`src/design/flash_ctl_pkg.sv`:
```
package flash_ctl_pkg;
  localparam int unsigned CLK_MHZ = 200;
  localparam int unsigned ADDR_W = 16;
  localparam logic [7:0] CMD_ERASE = 8'h20;
  localparam logic [7:0] CMD_ERASE_VERIFY = 8'hA0;
  localparam logic [7:0] CMD_PROG_SETUP = 8'h40;
  localparam logic [7:0] CMD_PROG_VERIFY = 8'hC0;
  localparam logic [7:0] CMD_READ_RESET = 8'hFF;
  localparam logic [7:0] DATA_ERASED = 8'hFF;
  localparam logic [7:0] DATA_ZERO = 8'h00;
  localparam int unsigned ERASE_PULSE_MS = 10;
  localparam int unsigned PROG_PULSE_US = 10;
  localparam int unsigned RECOVERY_US = 6;
  localparam int unsigned SUPPLY_SETTLE_NS = 100;
  localparam int unsigned ERASE_PULSE_CYC = ERASE_PULSE_MS * 1000 * CLK_MHZ;
  localparam int unsigned PROG_PULSE_CYC = PROG_PULSE_US * CLK_MHZ;
  localparam int unsigned RECOVERY_CYC = RECOVERY_US * CLK_MHZ;
  localparam int unsigned SUPPLY_SETTLE_CYC = (SUPPLY_SETTLE_NS * CLK_MHZ + 999) / 1000;
  localparam int unsigned MAX_ERASE_PULSES = 1000;
  localparam int unsigned MAX_PROG_PULSES = 25;
  localparam int unsigned STROBE_CYC = 4;
  localparam int unsigned BUS_PHASE_CYC = 8'd0 + STROBE_CYC;
  localparam logic [10:0] ERASE_CNT_RST = 11'h000;
  localparam logic [4:0] PROG_CNT_RST = 5'h00;
  localparam logic [ADDR_W-1:0] ADDR_RST = 16'h0000;
  localparam logic [ADDR_W-1:0] ADDR_LAST_DEF = 16'hFFFF;
endpackage

```
`src/design/flash_ctl.sv`:
```
`timescale 1ns/1ps
// Behaviour
// - Erase code written twice back to back; second write starts bulk erase.
// - Erase pulse timed ten milliseconds from the second erase write.
// - Erase-verify code ends the erase pulse and enters erase verification.
// - Every erase-verify write carries the byte address to check.
// - Wait a recovery delay after erase-verify before reading the byte.
// - All-ones byte is erased; on failure erase again, resume at that address.
// - At most one thousand erase pulses before declaring erase failure.
// - Program whole array to zeros before any erase pulse.
// - Interrupt during erase pulse waits until erase-verify is written.
// - Program set-up code makes the next write the byte to program.
// - Program write gives address and data; pulse starts at its strobe end.
// - Program-verify code ends the pulse; verify read needs no new address.
// - Keep intended byte; compare; match advances, mismatch reprograms.
// - Program pulse timed ten microseconds before program-verify.
// - At most twenty-five program pulses per byte before failure.
// - Interrupt during program pulse waits until program-verify is written.
// - All-ones code returns the device to read mode at algorithm end.
// - Wait at least one hundred nanoseconds of supply settle before commands.
// - Reads wait out the six microsecond recovery after each verify command.
// - Erase-verify follows every erase pulse, never skipped.
// - From program set-up, reset code is written twice.
module flash_ctl
  import flash_ctl_pkg::*;
#(
  parameter int unsigned ERASE_PULSE_CYCLES = ERASE_PULSE_CYC
) (
  input wire logic clk_sys,
  input wire logic nrst,
  input wire logic start_erase,
  input wire logic start_prog,
  input wire logic [flash_ctl_pkg::ADDR_W-1:0] last_addr,
  input wire logic [7:0] prog_data,
  input wire logic irq_req,
  output logic irq_grant,
  output logic busy,
  output logic done,
  output logic fail,
  output logic prog_next,
  output logic [flash_ctl_pkg::ADDR_W-1:0] mem_addr,
  output logic [7:0] mem_dout,
  output logic mem_doe,
  input wire logic [7:0] mem_din,
  output logic mem_we_n,
  output logic mem_oe_n,
  output logic mem_ce_n,
  output logic program_supply_high
);
  import flash_ctl_pkg::*;

  // Gray-coded states in declaration order.
  typedef enum logic [4:0] {
    S_IDLE = 5'h00, S_SETTLE = 5'h01, S_ZERO_SU = 5'h03, S_ZERO_PW = 5'h02,
    S_ZERO_PT = 5'h06, S_ZERO_VW = 5'h07, S_ZERO_RC = 5'h05, S_ZERO_RD = 5'h04,
    S_ER_SU = 5'h0C, S_ER_GO = 5'h0D, S_ER_PULSE = 5'h0F, S_EV_W = 5'h0E,
    S_EV_RC = 5'h0A, S_EV_RD = 5'h0B, S_PG_SU = 5'h09, S_PG_PW = 5'h08,
    S_PG_PT = 5'h18, S_PG_VW = 5'h19, S_PG_RC = 5'h1B, S_PG_RD = 5'h1A,
    S_PG_WAIT = 5'h1E, S_RST1 = 5'h1F, S_RST2 = 5'h1D, S_FIN = 5'h1C
  } state_e;

  // Bus op: 0 none, 1 write, 2 read. Each op lasts two phases of STROBE_CYC.
  localparam logic [1:0] OP_NONE = 2'h0;
  localparam logic [1:0] OP_WR = 2'h1;
  localparam logic [1:0] OP_RD = 2'h2;

  state_e state_reg, state_next;
  logic [31:0] tmr_reg, tmr_next;
  logic [10:0] ecnt_reg, ecnt_next;
  logic [4:0] pcnt_reg, pcnt_next;
  logic [ADDR_W-1:0] addr_reg, addr_next;
  logic [7:0] data_reg, data_next;
  logic mode_prog_reg, mode_prog_next;
  logic irq_grant_reg, irq_grant_next;
  logic done_reg, done_next, fail_reg, fail_next, pnext_reg, pnext_next;
  logic [1:0] op_reg, op_next;
  logic [3:0] ph_reg, ph_next;
  logic [7:0] wdat_reg, wdat_next;
  logic we_n_reg, we_n_next, oe_n_reg, oe_n_next, doe_reg, doe_next;
  logic vpp_reg, vpp_next;
  logic busy_reg, busy_next, ce_n_reg, ce_n_next;
  logic [7:0] rd_reg, rd_next;
  logic op_done;

  assign op_done = (op_reg != OP_NONE) && (ph_reg == 4'(2 * STROBE_CYC - 1));

  // The pulse only stops when the verify strobe rises, so the verify states still count.
  function automatic logic pulse_in_flight(input state_e s);
    return (s == S_ER_PULSE) || (s == S_PG_PT) || (s == S_ZERO_PT) ||
           (s == S_EV_W) || (s == S_PG_VW) || (s == S_ZERO_VW);
  endfunction

  always_comb begin
    state_next = state_reg;
    tmr_next = (tmr_reg != 32'h0000_0000) ? tmr_reg - 32'h0000_0001 : tmr_reg;
    ecnt_next = ecnt_reg;
    pcnt_next = pcnt_reg;
    addr_next = addr_reg;
    data_next = data_reg;
    mode_prog_next = mode_prog_reg;
    done_next = 1'b0;
    fail_next = fail_reg;
    pnext_next = 1'b0;
    op_next = op_reg;
    ph_next = (op_reg != OP_NONE) ? ph_reg + 4'h1 : 4'h0;
    wdat_next = wdat_reg;
    rd_next = rd_reg;
    vpp_next = vpp_reg;
    // Interrupts are held off during any pulse so the verify write comes first.
    irq_grant_next = irq_req && !pulse_in_flight(state_reg) && op_reg == OP_NONE;
    // Strobe low in first phase: address set up before fall, data held to rise.
    we_n_next = !(op_reg == OP_WR && ph_next < 4'(STROBE_CYC));
    oe_n_next = !(op_reg == OP_RD && ph_next >= 4'(STROBE_CYC));
    doe_next = (op_reg == OP_WR);
    if (op_done) begin
      op_next = OP_NONE;
      ph_next = 4'h0;
      we_n_next = 1'b1;
      oe_n_next = 1'b1;
      doe_next = 1'b0;
      if (op_reg == OP_RD) begin
        rd_next = mem_din;
      end
    end
    case (state_reg)
      S_IDLE: begin
        if (start_erase || start_prog) begin
          mode_prog_next = start_prog && !start_erase;
          vpp_next = 1'b1;
          tmr_next = 32'(SUPPLY_SETTLE_CYC);
          fail_next = 1'b0;
          addr_next = ADDR_RST;
          ecnt_next = ERASE_CNT_RST;
          pcnt_next = PROG_CNT_RST;
          state_next = S_SETTLE;
        end
      end
      S_SETTLE: begin
        if (tmr_reg == 32'h0000_0000) begin
          state_next = mode_prog_reg ? S_PG_WAIT : S_ZERO_SU;
          data_next = DATA_ZERO;
        end
      end
      S_ZERO_SU, S_PG_SU: begin
        if (op_reg == OP_NONE && !op_done) begin
          op_next = OP_WR;
          wdat_next = CMD_PROG_SETUP;
        end else if (op_done) begin
          state_next = (state_reg == S_ZERO_SU) ? S_ZERO_PW : S_PG_PW;
        end
      end
      S_ZERO_PW, S_PG_PW: begin
        if (op_reg == OP_NONE && !op_done) begin
          op_next = OP_WR;
          wdat_next = data_reg;
          pcnt_next = pcnt_reg + 5'h01;
        end else if (op_done) begin
          tmr_next = 32'(PROG_PULSE_CYC);
          state_next = (state_reg == S_ZERO_PW) ? S_ZERO_PT : S_PG_PT;
        end
      end
      S_ZERO_PT, S_PG_PT: begin
        if (tmr_reg == 32'h0000_0000) begin
          state_next = (state_reg == S_ZERO_PT) ? S_ZERO_VW : S_PG_VW;
        end
      end
      S_ZERO_VW, S_PG_VW: begin
        if (op_reg == OP_NONE && !op_done) begin
          op_next = OP_WR;
          wdat_next = CMD_PROG_VERIFY;
        end else if (op_done) begin
          tmr_next = 32'(RECOVERY_CYC);
          state_next = (state_reg == S_ZERO_VW) ? S_ZERO_RC : S_PG_RC;
        end
      end
      S_ZERO_RC, S_PG_RC, S_EV_RC: begin
        if (tmr_reg == 32'h0000_0000) begin
          op_next = OP_RD;
          state_next = (state_reg == S_ZERO_RC) ? S_ZERO_RD
                     : (state_reg == S_PG_RC) ? S_PG_RD : S_EV_RD;
        end
      end
      S_ZERO_RD, S_PG_RD: begin
        if (op_done) begin
          if (mem_din == data_reg) begin
            pcnt_next = PROG_CNT_RST;
            if (state_reg == S_PG_RD) begin
              pnext_next = 1'b1;
              state_next = S_PG_WAIT;
            end else if (addr_reg == last_addr) begin
              addr_next = ADDR_RST;
              state_next = S_ER_SU;
            end else begin
              addr_next = addr_reg + 16'h0001;
              state_next = S_ZERO_SU;
            end
          end else if (pcnt_reg == 5'(MAX_PROG_PULSES)) begin
            fail_next = 1'b1;
            state_next = S_RST1;
          end else begin
            state_next = (state_reg == S_ZERO_RD) ? S_ZERO_SU : S_PG_SU;
          end
        end
      end
      S_PG_WAIT: begin
        // Caller supplies each byte; start_erase ends the programming run.
        if (start_prog) begin
          data_next = prog_data;
          addr_next = last_addr;
          state_next = S_PG_SU;
        end else if (start_erase) begin
          state_next = S_RST1;
        end
      end
      S_ER_SU, S_ER_GO: begin
        if (op_reg == OP_NONE && !op_done) begin
          op_next = OP_WR;
          wdat_next = CMD_ERASE;
          if (state_reg == S_ER_GO) begin
            ecnt_next = ecnt_reg + 11'h001;
          end
        end else if (op_done) begin
          state_next = (state_reg == S_ER_SU) ? S_ER_GO : S_ER_PULSE;
          if (state_reg == S_ER_GO) begin
            tmr_next = ERASE_PULSE_CYCLES;
          end
        end
      end
      S_ER_PULSE: begin
        if (tmr_reg == 32'h0000_0000) begin
          state_next = S_EV_W;
        end
      end
      S_EV_W: begin
        if (op_reg == OP_NONE && !op_done) begin
          op_next = OP_WR;
          wdat_next = CMD_ERASE_VERIFY;
        end else if (op_done) begin
          tmr_next = 32'(RECOVERY_CYC);
          state_next = S_EV_RC;
        end
      end
      S_EV_RD: begin
        if (op_done) begin
          if (mem_din == DATA_ERASED) begin
            if (addr_reg == last_addr) begin
              state_next = S_RST1;
            end else begin
              addr_next = addr_reg + 16'h0001;
              state_next = S_EV_W;
            end
          end else if (ecnt_reg == 11'(MAX_ERASE_PULSES)) begin
            fail_next = 1'b1;
            state_next = S_RST1;
          end else begin
            state_next = S_ER_SU;
          end
        end
      end
      S_RST1, S_RST2: begin
        if (op_reg == OP_NONE && !op_done) begin
          op_next = OP_WR;
          wdat_next = CMD_READ_RESET;
        end else if (op_done) begin
          state_next = (state_reg == S_RST1) ? S_RST2 : S_FIN;
        end
      end
      S_FIN: begin
        vpp_next = 1'b0;
        done_next = 1'b1;
        state_next = S_IDLE;
      end
      default: begin
        state_next = S_IDLE;
      end
    endcase
    busy_next = (state_next != S_IDLE);
    ce_n_next = !vpp_next;
  end

  always_ff @(posedge clk_sys) begin
    if (!nrst) begin
      state_reg <= S_IDLE;
      tmr_reg <= 32'h0000_0000;
      ecnt_reg <= ERASE_CNT_RST;
      pcnt_reg <= PROG_CNT_RST;
      addr_reg <= ADDR_RST;
      data_reg <= 8'h00;
      mode_prog_reg <= 1'b0;
      irq_grant_reg <= 1'b0;
      done_reg <= 1'b0;
      fail_reg <= 1'b0;
      pnext_reg <= 1'b0;
      op_reg <= OP_NONE;
      ph_reg <= 4'h0;
      wdat_reg <= 8'h00;
      we_n_reg <= 1'b1;
      oe_n_reg <= 1'b1;
      doe_reg <= 1'b0;
      vpp_reg <= 1'b0;
      rd_reg <= 8'h00;
      busy_reg <= 1'b0;
      ce_n_reg <= 1'b1;
    end else begin
      state_reg <= state_next;
      tmr_reg <= tmr_next;
      ecnt_reg <= ecnt_next;
      pcnt_reg <= pcnt_next;
      addr_reg <= addr_next;
      data_reg <= data_next;
      mode_prog_reg <= mode_prog_next;
      irq_grant_reg <= irq_grant_next;
      done_reg <= done_next;
      fail_reg <= fail_next;
      pnext_reg <= pnext_next;
      op_reg <= op_next;
      ph_reg <= ph_next;
      wdat_reg <= wdat_next;
      we_n_reg <= we_n_next;
      oe_n_reg <= oe_n_next;
      doe_reg <= doe_next;
      vpp_reg <= vpp_next;
      rd_reg <= rd_next;
      busy_reg <= busy_next;
      ce_n_reg <= ce_n_next;
    end
  end

  assign irq_grant = irq_grant_reg;
  assign busy = busy_reg;
  assign done = done_reg;
  assign fail = fail_reg;
  assign prog_next = pnext_reg;
  assign mem_addr = addr_reg;
  assign mem_dout = wdat_reg;
  assign mem_doe = doe_reg;
  assign mem_we_n = we_n_reg;
  assign mem_oe_n = oe_n_reg;
  assign mem_ce_n = ce_n_reg;
  assign program_supply_high = vpp_reg;

  property p_strobe_low_only_with_supply;
    @(posedge clk_sys) disable iff (!nrst) !mem_we_n |-> program_supply_high;
  endproperty
  a_strobe_low_only_with_supply: assert property (p_strobe_low_only_with_supply)
    else $error("write strobe without program supply");

  property p_no_grant_in_pulse;
    @(posedge clk_sys) disable iff (!nrst) pulse_in_flight(state_reg) |=> !irq_grant;
  endproperty
  a_no_grant_in_pulse: assert property (p_no_grant_in_pulse)
    else $error("interrupt granted during pulse");

  property p_erase_goes_to_verify;
    @(posedge clk_sys) disable iff (!nrst)
      (state_reg == S_ER_PULSE && state_next != S_ER_PULSE) |=> state_reg == S_EV_W;
  endproperty
  a_erase_goes_to_verify: assert property (p_erase_goes_to_verify)
    else $error("erase pulse not followed by erase-verify");

  property p_recovery_before_read;
    @(posedge clk_sys) disable iff (!nrst)
      $rose(state_reg == S_EV_RC) |-> (op_reg == OP_NONE) [*8];
  endproperty
  a_recovery_before_read: assert property (p_recovery_before_read)
    else $error("read started inside recovery");

  property p_erase_cmd_data;
    @(posedge clk_sys) disable iff (!nrst)
      (state_reg == S_ER_GO && !mem_we_n) |-> mem_dout == CMD_ERASE && mem_doe;
  endproperty
  a_erase_cmd_data: assert property (p_erase_cmd_data)
    else $error("second erase write carries wrong code");

  property p_erase_count_limit;
    @(posedge clk_sys) disable iff (!nrst) ecnt_reg <= 11'(MAX_ERASE_PULSES);
  endproperty
  a_erase_count_limit: assert property (p_erase_count_limit)
    else $error("erase pulse limit exceeded");

  property p_prog_count_limit;
    @(posedge clk_sys) disable iff (!nrst) pcnt_reg <= 5'(MAX_PROG_PULSES);
  endproperty
  a_prog_count_limit: assert property (p_prog_count_limit)
    else $error("program pulse limit exceeded");

  property p_settle_first;
    @(posedge clk_sys) disable iff (!nrst)
      $rose(program_supply_high) |-> mem_we_n [*8];
  endproperty
  a_settle_first: assert property (p_settle_first)
    else $error("command before supply settled");

  c_erase_done: cover property (@(posedge clk_sys) disable iff (!nrst)
    done && !fail && !mode_prog_reg);
  c_prog_byte: cover property (@(posedge clk_sys) disable iff (!nrst) prog_next);
  c_fail: cover property (@(posedge clk_sys) disable iff (!nrst) $rose(fail));
endmodule // flash_ctl

```
`config.mk`:
```
export PLATFORM = sky130hd
export DESIGN_NAME = flash_ctl
export DESIGN_NICKNAME = d
export VERILOG_FILES = /design/src/design/flash_ctl_pkg.sv /design/src/design/flash_ctl.sv
export SDC_FILE = /design/constraint.sdc
export NUM_CORES = 1
export LEC_CHECK = 0
export ABC_CLOCK_PERIOD_IN_PS = 2400
export BUFFER_PORTS_ARGS = -buffer_cell sky130_fd_sc_hd__buf_4
export CORE_ASPECT_RATIO = 0.6
export CORE_MARGIN = 2
export CORE_UTILIZATION = 53
export DETAILED_ROUTE_END_ITERATION = 16
export PLACE_DENSITY = 0.84
export SETUP_SLACK_MARGIN = 0.5
export SLEW_MARGIN = 10
export SYNTH_ARGS = -nofsm -noshare
export SYNTH_HDL_FRONTEND = slang
export SYNTH_SLANG_ARGS = --single-unit
```
`constraint.sdc`:
```
create_clock -name clk_sys -period 2.4 [get_ports clk_sys]
set_input_delay 0.48 -clock clk_sys [delete_from_list [all_inputs] [get_ports clk_sys]]
set_output_delay 0.48 -clock clk_sys [all_outputs]
set_load 0.1 [all_outputs]
```
==> impl_metrics.json <==
{
  "grt_pass1_vias": 6776,
  "port_buffers": 70,
  "fillers": 450,
  "violations": "setup timing",
  "internal_power_mw": 8.39,
  "max-clock-path-buffers": 2,
  "ios": 71,
  "final_util_pct": 87.1,
  "setup_viol": 22,
  "seq_area_frac_synth_pct": 34.3,
  "clock_latency_ps": 360,
  "hpwl_um": 14000,
  "yosys_warnings": 0,
  "hold_ws_ps": 340,
  "reg2reg_slack_ps": -170,
  "rows": 29,
  "cts_tree": "done",
  "clock-sinks": 102,
  "r2r_cells": 8,
  "crit_type": "flop to flop",
  "cap_viol_max_count": 0,
  "total_power_mw": 16.3,
  "power.share.combinational_pct": 73.9,
  "critPathRequiredTime_ps": 2680,
  "grt_max_degree": 38,
  "timing.rr.end": "busy",
  "cp-startpoint": "mem_addr[6]",
  "arrival_ps": 2840,
  "pwr-share-clk_pct": 8.7,
  "drc": 0,
  "die_h_um": 86.1,
  "path_clk_slew_ps": 70,
  "cts.htree.levels": 3,
  "power_density_nw_per_um2": 1740,
  "syn-num-nets": 794,
  "avgSynthCellArea_um2": 7.95,
  "grt_pass1_wl_um": 36000,
  "min_path_type": "primary input to flop",
  "clock_skew_ps": 9.03,
  "outcome": "finished, violations left",
  "final_net_count": 991,
  "tightest_slew_ps": 909,
  "grt_setup_unrepaired": "yes",
  "synth_top_flop_cell": "dfxtp_1",
  "layoutNonFillerInstCount": 1090,
  "cts_buffers": 9,
  "grt_overflow": 0,
  "slew_viol_final": 0,
  "wl_per_cell_um": 24.7,
  "start_util_pct": 55.4,
  "place_congestion": 0.996,
  "maxSlewHeadroom_pct": 39.3,
  "final_cell_mix": "176 x buf_4, 107 x nor2_1, 68 x dfxtp_1, 45 x xnor2_1, 40 x buf_6",
  "insertedDiodeCount": 0,
  "p_sw_share_pct": 48.6,
  "final_common_cell": "buf_4",
  "yosys.cell_types.count": 69,
  "vias": 7491,
  "start_kind": "flop",
  "largest_reg_flops": 32,
  "ys_ff_latch": 102,
  "endpoint_kind": "flop",
  "antenna_found_initial": 0,
  "totalWireLength_um": 26900,
  "report.final.hold_viol_count": 0,
  "max-vdd-ir-drop_uv": 1340,
  "drive_above_1_share_pct": 47.7,
  "grt_use_total_pct": 37.5,
  "core_area_um2": 10700,
  "async_flop_share_pct": 0,
  "synth-edff-count": 0,
  "p_switching_mw": 7.92,
  "seq_power_share_pct": 17.3,
  "critPathCapture": "busy",
  "synthCells": 749,
  "fp.dieArea_um2": 12100,
  "fp.dieW_um": 141,
  "fin_crit_sh_pct": 107,
  "cts_root_buffer": "clkbuf_16",
  "rr_startpoint": "mem_addr[6]",
  "dp_cells": 1000,
  "syn_area_um2": 5950,
  "vias_per_cell": 6.87,
  "fin_crit_ps": 2570,
  "area_delta_synth_final_pct": 57.1,
  "drtAntennaViolNets": 0,
  "crit_fanout": 6,
  "first_pass_iters": 6,
  "layout_setup_ws_ps": -165,
  "place_ws_ps": -170,
  "drt_iter0_drc": 1216,
  "power_leakage_nw": 3.64,
  "max_freq_mhz": 390
}
power groups by stage:
stage / clock (mW) / sequential, mW / combinational, mW
6_report: 1.42 / 2.83 / 12.1
5_1_grt: 1.49 / 2.85 / 12.5
2_1_floorplan: 0 / 3.63 / 4.61
3_5_place_dp: 0 / 2.66 / 7.71
4_1_cts: 1.41 / 2.66 / 10.2
3_3_place_gp: 0 / 2.63 / 7.48
worst max-delay path, cell delays in order, from the launching register on:
cell and delay, ps:
dfxtp_4 380, xnor2_1 250, nand4_1 190, nor4_4 530
nor4_1 180, nor4_1 500, buf_4 210, nor3_2 50
a41oi_1 190
repair_timing:
action                                  in CTS  in global routing
pin swaps                                   53                 63
gates resized for setup                    133                120
endpoints found under the setup margin      90                 89
buffers inserted                            49                 21
gates cloned                                 4                  0
hold buffers                                 0                  0
final cells by class:
type	instances	area [um2]	share of cell area, %
clock buffer	11	243	2.59
clock inverter	5	35.0	0.374
inverter	17	67.6	0.722
multi-input combinational	587	4670	49.9
sequential	102	2140	22.9
tap	139	174	1.86
timing repair buffer	229	2020	21.6
synthesized netlist by cell type, types with 7 or more instances:
library cell	number	area share (%)
a211oi_1	21	2.6
a21oi_1	38	3.2
a22oi_1	21	2.6
a31oi_1	9	0.95
and3_1	9	0.95
clkbuf_1	33	2.1
dfxtp_1	102	34
ha_1	8	1.7
inv_1	16	1.0
nand2_1	47	3.0
nand2b_1	8	0.84
nand3_1	23	1.9
nand4_1	20	2.1
nor2_1	121	7.6
nor2b_1	7	0.74
nor3_1	19	1.6
nor4_1	16	1.7
o21ai_0	29	2.4
or3_1	8	0.84
xnor2_1	58	8.5
xor2_1	24	3.5
worst min-delay path by stage:
stage                     slack (ps)   startpoint       endpoint  depth (start not counted)
after floorplan                  410    ph_reg[0]      ph_reg[0]                          1
after global placement           420    ph_reg[0]      ph_reg[0]                          1
after detailed placement         440    ph_reg[0]      ph_reg[0]                          1
after CTS                        340  start_erase  mode_prog_reg                          2
after global routing             350  start_erase  mode_prog_reg                          2
final                            340  start_erase  mode_prog_reg                          2
per-stage QoR:
step	TNS (ps)	cell area (um2)
6_report	-1560	9360
4_1_cts	-191	8680
3_3_place_gp	-75.9	7400
5_1_grt	-2870	9360
3_5_place_dp	-547	7400
2_1_floorplan	-407	6240
cells by family after synthesis:
kind of cell | Yosys count | synth area share, %
AND/OR/NAND/NOR | 324 | 28.1
AO/OA/AOI/OAI | 170 | 19.3
flip-flops | 102 | 34.3
XOR/XNOR | 82 | 12.1
buffers and inverters | 60 | 4.03
adder cells (fa/ha/maj) | 8 | 1.68
multiplexers | 3 | 0.525
layer usage:
| metal | GRT usage [%] | part of all wire [%] | vias up |
|---|---|---|---|
| met1 | 51.0 | 37 | 3510 |
| met5 | 2.83 | 0 | - |
| met4 | 13.9 | 5.3 | 0 |
| li1 | - | - | 3098 |
| met2 | 56.6 | 43 | 688 |
| met3 | 10.9 | 14 | 195 |
Note: power is estimated with default switching activity, not from simulation.
